`src/sbsl_consts.vh`:
```
// constants of the sample buffer status logic
`ifndef SBSL_CONSTS_VH
`define SBSL_CONSTS_VH

// ----------------------------------------------------------------
// register addresses
// ----------------------------------------------------------------
`define SBSL_ADDR_Y_FIRST 8'h06
`define SBSL_ADDR_Y_SECOND 8'h07
`define SBSL_ADDR_Z_FIRST 8'h08
`define SBSL_ADDR_Z_SECOND 8'h09
`define SBSL_ADDR_STATUS 8'h0b
`define SBSL_ADDR_BUF_X_FIRST 8'h0c
`define SBSL_ADDR_BUF_X_SECOND 8'h0d
`define SBSL_ADDR_BUF_Y_FIRST 8'h0e
`define SBSL_ADDR_BUF_Y_SECOND 8'h0f
`define SBSL_ADDR_BUF_Z_FIRST 8'h10
`define SBSL_ADDR_BUF_Z_SECOND 8'h11
`define SBSL_ADDR_STEP 8'h01
`define SBSL_ADDR_SKIP 8'h02

// ----------------------------------------------------------------
// status register layout and reset
// ----------------------------------------------------------------
`define SBSL_STAT_FILL_BIT 7
`define SBSL_STAT_OVR_BIT 6
`define SBSL_STAT_CNT_MSB 5
`define SBSL_STAT_CNT_LSB 0
`define SBSL_STATUS_RESET 8'h00
`define SBSL_BYTE_ZERO 8'h00
`define SBSL_NIBBLE_ZERO 4'h0

// ----------------------------------------------------------------
// buffer operating select and capacity
// ----------------------------------------------------------------
`define SBSL_MODE_OFF 2'h0
`define SBSL_CAPACITY 6'h20
`define SBSL_CNT_ZERO 6'h00
`define SBSL_CNT_ONE 6'h01
`define SBSL_PTR_ZERO 5'h00
`define SBSL_PTR_ONE 5'h01
`define SBSL_STORE_DEPTH 32
`define SBSL_STORE_AW 5

// ----------------------------------------------------------------
// sample layout and staging fifo
// ----------------------------------------------------------------
`define SBSL_AXIS_W 12
`define SBSL_TRIP_W 36
`define SBSL_X_MSB 35
`define SBSL_X_LSB 24
`define SBSL_Y_MSB 23
`define SBSL_Y_LSB 12
`define SBSL_Z_MSB 11
`define SBSL_Z_LSB 0
`define SBSL_SAMPLE_RESET 12'h000
`define SBSL_FIFO_DEPTH 16
`define SBSL_FIFO_AW 4

`endif

```
`src/sbsl_top.v`:
```
// sample buffer status, readout and byte formatting logic
//
// How it works
// - buffer off: status reads 00h
// - status: fill bit7, overrun bit6, count 5:0
// - fill flag set when count reaches watermark
// - fill flag drops once readout goes below
// - discard request empties buffer, clears fill unless watermark is 0
// - select off disables, clears fill, drops contents
// - count reports stored triplets, zero to 32
// - full plus arrival: count stays, overrun sets
// - overrun reads 0 until capacity exceeded
// - overrun clears after one triplet read out
// - discard request also clears overrun
// - select off zeroes count, clears overrun
// - big-endian: bits 11:4 low, 3:0 high nibble
// - short readout skips upper byte registers
// - fill drops from draining, no status read
`timescale 1ns/1ps
`default_nettype none
`include "sbsl_consts.vh"

module sbsl_top (
	input wire clk_in,
	input wire reset_in,
	input wire [11:0] sample_x_in,
	input wire [11:0] sample_y_in,
	input wire [11:0] sample_z_in,
	input wire sample_valid_in,
	output wire sample_ready_out,
	input wire [1:0] buffer_mode_in,
	input wire [5:0] watermark_in,
	input wire discard_req_in,
	input wire byte_order_select_in,
	input wire short_read_in,
	input wire reg_rd_in,
	input wire reg_first_in,
	input wire [7:0] reg_addr_in,
	output reg [7:0] reg_rdata_out,
	output reg reg_rvalid_out,
	output reg fill_level_flag_out,
	output reg overrun_flag_out,
	output reg [5:0] stored_triplet_count_out
);

	// ----------------------------------------------------------------
	// functions
	// ----------------------------------------------------------------

	// one byte of a 12-bit axis value in the selected layout
	function [7:0] fmt_byte;
		input [11:0] val;
		input second;
		input big_end;
		input short_rd;
		begin
			if (short_rd) begin
				fmt_byte = val[11:4];
			end else if (big_end) begin
				if (second) begin
					fmt_byte = {val[3:0], `SBSL_NIBBLE_ZERO};
				end else begin
					fmt_byte = val[11:4];
				end
			end else begin
				if (second) begin
					fmt_byte = {{4{val[11]}}, val[11:8]};
				end else begin
					fmt_byte = val[7:0];
				end
			end
		end
	endfunction

	// auto-increment, wrapping inside the buffer window
	function [7:0] next_addr;
		input [7:0] addr;
		input short_rd;
		begin
			if (addr == `SBSL_ADDR_BUF_Z_SECOND) begin
				next_addr = `SBSL_ADDR_BUF_X_FIRST;
			end else if (short_rd && (addr == `SBSL_ADDR_BUF_Z_FIRST)) begin
				next_addr = `SBSL_ADDR_BUF_X_FIRST;
			end else if (short_rd && ((addr == `SBSL_ADDR_BUF_X_FIRST) ||
				(addr == `SBSL_ADDR_BUF_Y_FIRST))) begin
				next_addr = addr + `SBSL_ADDR_SKIP;
			end else begin
				next_addr = addr + `SBSL_ADDR_STEP;
			end
		end
	endfunction

	// store already holds a full load of triplets
	function at_capacity;
		input [5:0] cnt;
		begin
			at_capacity = (cnt == `SBSL_CAPACITY);
		end
	endfunction

	// store holds at least one triplet
	function has_triplet;
		input [5:0] cnt;
		begin
			has_triplet = (cnt != `SBSL_CNT_ZERO);
		end
	endfunction

	// last byte of a triplet for the readout length in use
	function last_of_trip;
		input [7:0] addr;
		input short_rd;
		begin
			if (short_rd) begin
				last_of_trip = (addr == `SBSL_ADDR_BUF_Z_FIRST);
			end else begin
				last_of_trip = (addr == `SBSL_ADDR_BUF_Z_SECOND);
			end
		end
	endfunction

	// ----------------------------------------------------------------
	// declarations
	// ----------------------------------------------------------------
	wire enabled;
	wire clear_all;
	wire stage_valid;
	wire stage_ready;
	wire [35:0] stage_data;
	wire arrive;
	wire store_wr;
	wire overrun_event;
	wire [7:0] rd_addr;
	wire last_byte;
	wire pop_trip;
	wire [35:0] head_data;
	reg [4:0] wr_ptr_r;
	reg [4:0] wr_ptr_nxt;
	reg [4:0] rd_ptr_r;
	reg [4:0] rd_ptr_nxt;
	reg [5:0] count_nxt;
	reg fill_nxt;
	reg overrun_nxt;
	reg [7:0] auto_addr_r;
	reg [11:0] latest_y_r;
	reg [11:0] latest_z_r;
	reg [7:0] status_byte;
	reg [7:0] rdata_nxt;

	// ----------------------------------------------------------------
	// staging fifo in front of the store
	// ----------------------------------------------------------------
	sbsl_fifo #(
		.WIDTH(`SBSL_TRIP_W),
		.DEPTH(`SBSL_FIFO_DEPTH),
		.AW(`SBSL_FIFO_AW)
	) u_stage (
		.clk_in(clk_in),
		.reset_in(reset_in),
		.in_valid_in(sample_valid_in),
		.in_ready_out(sample_ready_out),
		.in_data_in({sample_x_in, sample_y_in, sample_z_in}),
		.out_valid_out(stage_valid),
		.out_ready_in(stage_ready),
		.out_data_out(stage_data)
	);

	// ----------------------------------------------------------------
	// triplet store
	// ----------------------------------------------------------------
	sbsl_mem #(
		.WIDTH(`SBSL_TRIP_W),
		.DEPTH(`SBSL_STORE_DEPTH),
		.AW(`SBSL_STORE_AW)
	) u_store (
		.clk_in(clk_in),
		.wr_en_in(store_wr),
		.wr_addr_in(wr_ptr_r),
		.wr_data_in(stage_data),
		.rd_addr_in(rd_ptr_nxt),
		.rd_data_out(head_data)
	);

	// ----------------------------------------------------------------
	// arrival and readout events
	// ----------------------------------------------------------------
	assign enabled = (buffer_mode_in != `SBSL_MODE_OFF);
	assign clear_all = !enabled || discard_req_in;
	assign rd_addr = reg_first_in ? reg_addr_in : auto_addr_r;
	assign last_byte = last_of_trip(rd_addr, short_read_in);
	assign pop_trip = reg_rd_in && last_byte && enabled &&
		has_triplet(stored_triplet_count_out);
	// arrivals stall while a triplet leaves; disabled drops them
	assign stage_ready = !pop_trip;
	assign arrive = stage_valid && stage_ready;
	assign store_wr = arrive && enabled && !discard_req_in &&
		!at_capacity(stored_triplet_count_out);
	assign overrun_event = arrive && enabled && !discard_req_in &&
		at_capacity(stored_triplet_count_out);

	// ----------------------------------------------------------------
	// pointers, count and flags
	// ----------------------------------------------------------------
	always @* begin
		wr_ptr_nxt = wr_ptr_r;
		rd_ptr_nxt = rd_ptr_r;
		count_nxt = stored_triplet_count_out;
		if (clear_all) begin
			wr_ptr_nxt = `SBSL_PTR_ZERO;
			rd_ptr_nxt = `SBSL_PTR_ZERO;
			count_nxt = `SBSL_CNT_ZERO;
		end else begin
			if (store_wr) begin
				wr_ptr_nxt = wr_ptr_r + `SBSL_PTR_ONE;
			end
			if (pop_trip) begin
				rd_ptr_nxt = rd_ptr_r + `SBSL_PTR_ONE;
			end
			if (store_wr && !pop_trip) begin
				count_nxt = stored_triplet_count_out + `SBSL_CNT_ONE;
			end else if (pop_trip && !store_wr) begin
				count_nxt = stored_triplet_count_out - `SBSL_CNT_ONE;
			end
		end
	end

	always @* begin
		// level compare, so draining alone clears it
		fill_nxt = enabled && (count_nxt >= watermark_in);
		overrun_nxt = overrun_flag_out;
		if (overrun_event) begin
			overrun_nxt = 1'b1;
		end else if (clear_all || pop_trip) begin
			overrun_nxt = 1'b0;
		end
	end

	always @(posedge clk_in) begin
		if (reset_in) begin
			wr_ptr_r <= `SBSL_PTR_ZERO;
			rd_ptr_r <= `SBSL_PTR_ZERO;
			stored_triplet_count_out <= `SBSL_CNT_ZERO;
			fill_level_flag_out <= 1'b0;
			overrun_flag_out <= 1'b0;
		end else begin
			wr_ptr_r <= wr_ptr_nxt;
			rd_ptr_r <= rd_ptr_nxt;
			stored_triplet_count_out <= count_nxt;
			fill_level_flag_out <= fill_nxt;
			overrun_flag_out <= overrun_nxt;
		end
	end

	// ----------------------------------------------------------------
	// live output sample
	// ----------------------------------------------------------------
	always @(posedge clk_in) begin
		if (reset_in) begin
			latest_y_r <= `SBSL_SAMPLE_RESET;
			latest_z_r <= `SBSL_SAMPLE_RESET;
		end else if (arrive) begin
			latest_y_r <= stage_data[`SBSL_Y_MSB:`SBSL_Y_LSB];
			latest_z_r <= stage_data[`SBSL_Z_MSB:`SBSL_Z_LSB];
		end
	end

	// ----------------------------------------------------------------
	// register read port
	// ----------------------------------------------------------------
	always @* begin
		status_byte = `SBSL_STATUS_RESET;
		if (enabled) begin
			status_byte[`SBSL_STAT_FILL_BIT] = fill_level_flag_out;
			status_byte[`SBSL_STAT_OVR_BIT] = overrun_flag_out;
			status_byte[`SBSL_STAT_CNT_MSB:`SBSL_STAT_CNT_LSB] =
				stored_triplet_count_out;
		end
		// a disabled buffer leaves the status at all zero
	end

	always @* begin
		case (rd_addr)
		`SBSL_ADDR_Y_FIRST: begin
			rdata_nxt = fmt_byte(latest_y_r, 1'b0, byte_order_select_in,
				1'b0);
		end
		`SBSL_ADDR_Y_SECOND: begin
			rdata_nxt = fmt_byte(latest_y_r, 1'b1, byte_order_select_in,
				1'b0);
		end
		`SBSL_ADDR_Z_FIRST: begin
			rdata_nxt = fmt_byte(latest_z_r, 1'b0, byte_order_select_in,
				1'b0);
		end
		`SBSL_ADDR_Z_SECOND: begin
			rdata_nxt = fmt_byte(latest_z_r, 1'b1, byte_order_select_in,
				1'b0);
		end
		`SBSL_ADDR_STATUS: begin
			rdata_nxt = status_byte;
		end
		`SBSL_ADDR_BUF_X_FIRST: begin
			rdata_nxt = fmt_byte(head_data[`SBSL_X_MSB:`SBSL_X_LSB], 1'b0,
				byte_order_select_in, short_read_in);
		end
		`SBSL_ADDR_BUF_X_SECOND: begin
			rdata_nxt = fmt_byte(head_data[`SBSL_X_MSB:`SBSL_X_LSB], 1'b1,
				byte_order_select_in, 1'b0);
		end
		`SBSL_ADDR_BUF_Y_FIRST: begin
			rdata_nxt = fmt_byte(head_data[`SBSL_Y_MSB:`SBSL_Y_LSB], 1'b0,
				byte_order_select_in, short_read_in);
		end
		`SBSL_ADDR_BUF_Y_SECOND: begin
			rdata_nxt = fmt_byte(head_data[`SBSL_Y_MSB:`SBSL_Y_LSB], 1'b1,
				byte_order_select_in, 1'b0);
		end
		`SBSL_ADDR_BUF_Z_FIRST: begin
			rdata_nxt = fmt_byte(head_data[`SBSL_Z_MSB:`SBSL_Z_LSB], 1'b0,
				byte_order_select_in, short_read_in);
		end
		`SBSL_ADDR_BUF_Z_SECOND: begin
			rdata_nxt = fmt_byte(head_data[`SBSL_Z_MSB:`SBSL_Z_LSB], 1'b1,
				byte_order_select_in, 1'b0);
		end
		default: begin
			rdata_nxt = `SBSL_BYTE_ZERO;
		end
		endcase
	end

	always @(posedge clk_in) begin
		if (reset_in) begin
			reg_rdata_out <= `SBSL_BYTE_ZERO;
			reg_rvalid_out <= 1'b0;
			auto_addr_r <= `SBSL_ADDR_STATUS;
		end else begin
			reg_rvalid_out <= reg_rd_in;
			if (reg_rd_in) begin
				reg_rdata_out <= rdata_nxt;
				auto_addr_r <= next_addr(rd_addr, short_read_in);
			end
		end
	end

endmodule

`default_nettype wire

```
`src/sbsl_mem.v`:
```
// triplet store with registered read data
`timescale 1ns/1ps
`default_nettype none

module sbsl_mem #(
	parameter WIDTH = 36,
	parameter DEPTH = 32,
	parameter AW = 5
) (
	input wire clk_in,
	input wire wr_en_in,
	input wire [AW-1:0] wr_addr_in,
	input wire [WIDTH-1:0] wr_data_in,
	input wire [AW-1:0] rd_addr_in,
	output reg [WIDTH-1:0] rd_data_out
);

	reg [WIDTH-1:0] store_r [0:DEPTH-1];

	always @(posedge clk_in) begin
		if (wr_en_in) begin
			store_r[wr_addr_in] <= wr_data_in;
		end
		// write-first so a triplet landing at the read slot is seen at once
		if (wr_en_in && (wr_addr_in == rd_addr_in)) begin
			rd_data_out <= wr_data_in;
		end else begin
			rd_data_out <= store_r[rd_addr_in];
		end
	end

endmodule

`default_nettype wire

```
`src/sbsl_fifo.v`:
```
// staging fifo for incoming triplets
`timescale 1ns/1ps
`default_nettype none

module sbsl_fifo #(
	parameter WIDTH = 36,
	parameter DEPTH = 16,
	parameter AW = 4
) (
	input wire clk_in,
	input wire reset_in,
	input wire in_valid_in,
	output reg in_ready_out,
	input wire [WIDTH-1:0] in_data_in,
	output wire out_valid_out,
	input wire out_ready_in,
	output wire [WIDTH-1:0] out_data_out
);

	localparam [AW:0] FULL_CNT = DEPTH;
	localparam [AW:0] ONE_CNT = 1;
	localparam [AW:0] ZERO_CNT = 0;
	localparam [AW-1:0] ONE_PTR = 1;
	localparam [AW-1:0] ZERO_PTR = 0;

	reg [WIDTH-1:0] slot_r [0:DEPTH-1];
	reg [AW-1:0] wr_ptr_r;
	reg [AW-1:0] rd_ptr_r;
	reg [AW:0] count_r;
	reg [AW:0] count_nxt;
	wire push;
	wire pop;

	assign out_valid_out = (count_r != ZERO_CNT);
	assign out_data_out = slot_r[rd_ptr_r];
	assign push = in_valid_in && in_ready_out;
	assign pop = out_valid_out && out_ready_in;

	always @* begin
		count_nxt = count_r;
		if (push && !pop) begin
			count_nxt = count_r + ONE_CNT;
		end else if (pop && !push) begin
			count_nxt = count_r - ONE_CNT;
		end
	end

	always @(posedge clk_in) begin
		if (push) begin
			slot_r[wr_ptr_r] <= in_data_in;
		end
	end

	always @(posedge clk_in) begin
		if (reset_in) begin
			wr_ptr_r <= ZERO_PTR;
			rd_ptr_r <= ZERO_PTR;
			count_r <= ZERO_CNT;
			in_ready_out <= 1'b0;
		end else begin
			if (push) begin
				wr_ptr_r <= wr_ptr_r + ONE_PTR;
			end
			if (pop) begin
				rd_ptr_r <= rd_ptr_r + ONE_PTR;
			end
			count_r <= count_nxt;
			in_ready_out <= (count_nxt != FULL_CNT);
		end
	end

endmodule

`default_nettype wire

```
`config.mk`:
```
export PLATFORM = sky130hd
export DESIGN_NAME = sbsl_top
export DESIGN_NICKNAME = d
export VERILOG_FILES = /design/src/sbsl_top.v /design/src/sbsl_mem.v /design/src/sbsl_fifo.v
export VERILOG_INCLUDE_DIRS = /design/src /design/src/src
export SDC_FILE = /design/constraint.sdc
export NUM_CORES = 2
export LEC_CHECK = 0
export BUFFER_PORTS_ARGS = -buffer_cell sky130_fd_sc_hd__buf_2
export CAP_MARGIN = 20
export CELL_PAD_IN_SITES_DETAIL_PLACEMENT = 1
export CELL_PAD_IN_SITES_GLOBAL_PLACEMENT = 1
export CORE_MARGIN = 4
export CORE_UTILIZATION = 50
export DETAILED_ROUTE_END_ITERATION = 6
export PLACE_DENSITY_LB_ADDON = 0.1
export SKIP_CTS_REPAIR_TIMING = 1
export SLEW_MARGIN = 0
export SYNTH_ARGS = -nofsm -noshare
export SYNTH_HDL_FRONTEND = slang
export SYNTH_SLANG_ARGS = --single-unit
```
`constraint.sdc`:
```
create_clock -name clk_in -period 4.7 [get_ports clk_in]
set_input_delay 0.705 -clock clk_in [delete_from_list [all_inputs] [get_ports clk_in]]
set_output_delay 0.705 -clock clk_in [all_outputs]
set_load 0.01 [all_outputs]
```
==> results.md <==
* Result of the run: finished clean
* Peak VDD IR at approximately 0.42 mV
* Final cell utilization of the core at 0.571
* Cell Pwr Density at 478 nW/µm²
* Cell-internal power at 28.9 mW
* Switch Pwr at 9.63 mW
* Chip Height at a little under 400 µm
* Yosys top cell area share at 0.730
* Post-DR vias/cell at 6.34
* Number of nets still failing antenna checks after routing at 0
* Number of standard cells after synthesis at roughly 3500
* Number of DRC violations after detailed routing at 0
* Fraction of power spent switching nets at 0.250
* Most Frequent Cell on Critical Path: sky130_fd_sc_hd__buf_4
* Share of power burned in the clock network at 0.372
* Post-Syn Area at 71100 µm²
* Setup repair after global routing missed its margin: no
* Clock tree from TritonCTS: yes
* Overall Global Routing Usage at 0.271
* Number of library cell types mapped by synthesis at 87
* Cell-by-cell listing of the critical path: inv_1 > ha_1 > nand2b_1 > or3_1 > o221a_2 > nor3_1 > buf_4 > nand2_1 > nor2_4 > buf_4
* Site row count at 138
* Longest Clk Path Bufs at 3
* Worst setup SP type: flip-flop
* Async set or reset register ratio after synthesis at 0
* Count of vias placed by the detailed router at about 37000
* Slowest cell on crit path: sky130_fd_sc_hd__buf_4
* Prevailing post-synth register cell: sky130_fd_sc_hd__edfxtp_1
* Warnings, synthesis at 0
* Class of the most critical setup path: reg -> reg
* Floorplan die width at 385 µm
* Most area-hungry cell type in the Yosys netlist: sky130_fd_sc_hd__edfxtp_1
* Count of state elements after synthesis at 1810
* Area growth syn-to-layout at 13.5%
* Detailed-placement wirelength estimate at 118000 µm
* Clk sinks at 1810
* Top Family by Delay on Critical Path: simple AND/OR/NAND/NOR gates
* Maximum level of the CTS H-tree at 4
* Final setup violation count at 0
* TritonRoute pass-1 iters at 6
* Clock Tree Root: sky130_fd_sc_hd__clkbuf_16
* Shortest period the worst path allows at ~3800 ps
* Layout net count at 3806
* DRT Wirelength at 198000 µm
* Hold violation total from the final report at 0
* Crit Path Max Fanout at 26
* Slew at the pin closest to its max-slew limit at 1060 ps
* Global-route wire length before repair at between 200000 and 300000 µm
* Logic pwr share at 0.120
* Wirelength per Cell at approximately 34 µm
* Crit path capture type: flip-flop
* Minimum hold slack at 277 ps
* Mean Syn Cell Area at 20.6 µm²
* Number of enable-type register cells in the synthesized netlist at 1728
* Placer's final routability congestion estimate at just under 0.9
* Max capacitance violation total at 0
* Clock buffers created by TritonCTS at 184
* Data arrival time of the worst path at 4240 ps
* Worst relative slew slack at 0.290
* Initial antenna violation count at 9
* Post-synthesis net count at 3541
* Tcrit/Tclk final at 0.813
* Total core area at 141000 µm²
* Die ar. at approximately 150000 µm²
* Largest stage delay on the critical path at 540 ps
* Clock-pin slew reported for the worst setup and hold paths after clock tree synthesis at about 70 ps
* Worst path buffer plus inverter count at 3
* Seq pwr share at 0.508
* Total of buffers placed on input and output ports at 77
* Hold WC Path Type: in -> reg
* Maximum number of pins on one net before global-route repair at between 50 and 60
* Starting utilization of the core area at 0.503
* Sequential element share of the synthesized area at 0.753
* Detailed router's first-iteration violation count at 4006
* Fmax at 0.262 GHz
* Clk_skew at 26.4 ps
* Pleak at 24.9 nW
* # IOs at 78
* Share of final-layout standard cells stronger than drive strength 1 at 0.255
* Number of global-route vias before repair at ~39000
* Aggregate global routing overflow at 0
* Number of max-slew violations in the final report at 0
* Clock latency reported for the late side of the worst-skew pair at 800 ps
* Top post-synthesis cells by area: sky130_fd_sc_hd__edfxtp_1 73%, sky130_fd_sc_hd__mux4_2 12%, sky130_fd_sc_hd__dfxtp_1 2.3%
* Critical Path RT at 5120 ps
[sequential cells by signal (all words and copies together) (netlist names), 4 cells and up, named ones only]
signal,flops
u_stage.slot_r,576
u_stage.rd_ptr_r,4
reg_rdata_out,8
u_stage.wr_ptr_r,4
stored_triplet_count_out,6
latest_y_r,12
auto_addr_r,8
rd_ptr_r,5
wr_ptr_r,5
u_store.store_r,1152
latest_z_r,12
u_stage.count_r,5
[layer usage]
layer | vias up | wire, µm | GRT usage
met5 | - | 40 | 0
met4 | 6 | 6260 | 0.0806
met3 | 308 | 12600 | 0.0421
met2 | 1426 | 101000 | 0.463
met1 | 19900 | 78200 | 0.364
li1 | 15000 | - | -
[cell usage after synthesis, drive strengths merged, types with 25 or more instances]
library cell,instances
a21oi,71
a221oi,31
a22oi,48
buf,122
clkbuf,55
dfxtp,82
edfxtp,1728
ha,25
inv,27
mux2i,105
mux4,432
nand2,181
nand3,42
nor2,139
nor3,32
o21ai,40
o22ai,37
[path summary, 6_finish.rpt]
kind	start	to	slack, ps	cells after the start
min reg2reg	latest_y_r[11]$_SDFFE_PP0N_	latest_y_r[11]$_SDFFE_PP0N_	490	2
max reg2reg	stored_triplet_count_out[1]$_SDFF_PP0_	u_store.store_r[13][28]$_DFFE_PP_	880	10
max	stored_triplet_count_out[1]$_SDFF_PP0_	u_store.store_r[13][28]$_DFFE_PP_	880	10
min	sample_y_in[10]	u_stage.slot_r[0][22]$_DFFE_PP_	280	1
[worst register-to-register path, cell delays in order (launching register included)]
cell and delay, ps:
sky130_fd_sc_hd__dfxtp_1 380, sky130_fd_sc_hd__inv_1 110, sky130_fd_sc_hd__ha_1 180, sky130_fd_sc_hd__nand2b_1 100, sky130_fd_sc_hd__or3_1 340, sky130_fd_sc_hd__o221a_2 340
sky130_fd_sc_hd__nor3_1 450, sky130_fd_sc_hd__buf_4 280, sky130_fd_sc_hd__nand2_1 430, sky130_fd_sc_hd__nor2_4 260, sky130_fd_sc_hd__buf_4 540
[layout by cell type (no fill, tap or decap), drive strengths merged, types with 17 or more instances in the layout]
cell type,n
clkinv,82
a21oi,71
dfxtp,82
a22oi,48
buf,256
nor3,32
ha,25
nand3,42
o22ai,37
mux4,432
inv,35
clkbuf,231
mux2i,105
nand2,181
edfxtp,1728
nor2,139
o21ai,40
bufinv,17
a221oi,31
[power by group through the flow]
stage	Clock (mW)	Sequential (mW)	Combinational, mW
after global placement	0	19.9	4.43
after CTS	14.6	19.6	4.65
final	14.3	19.6	4.64
after detailed placement	0	19.9	4.65
after global routing	15.4	19.6	4.95
after floorplan	0	19.6	2.80
[layout make-up]
type / count / area, µm²
fill: 11900 / 60700
sequential: 1810 / 53600
multi-input combinational: 1441 / 16600
clock buffer: 231 / 4820
tap: 1890 / 2360
timing repair buffer: 256 / 2150
clock inverter: 110 / 1070
inverter: 28 / 105
antenna: 5 / 12.5
[per-stage QoR]
stage,cells,TNS (ps),power (mW),cell area (µm²),setup slack (ps)
after detailed placement,5425,0,24.6,74800,265
after global placement,5424,0,24.3,74800,324
after floorplan,3456,-225990,22.4,71100,-237
after global routing,5766,0,39.9,80700,597
final,5771,0,38.6,80700,878
after CTS,5766,0,38.8,80700,864
[kinds of logic after synthesis]
kind of cell	count (synthesis)	synth area share
flip-flops	1810	0.753
AO/OA/AOI/OAI	337	0.0333
adder cells (fa/ha/maj)	25	0.00440
XOR/XNOR	27	0.00333
buffers and inverters	205	0.0184
AND/OR/NAND/NOR	504	0.0324
multiplexers	548	0.155
(Power assumes the default switching activity.)
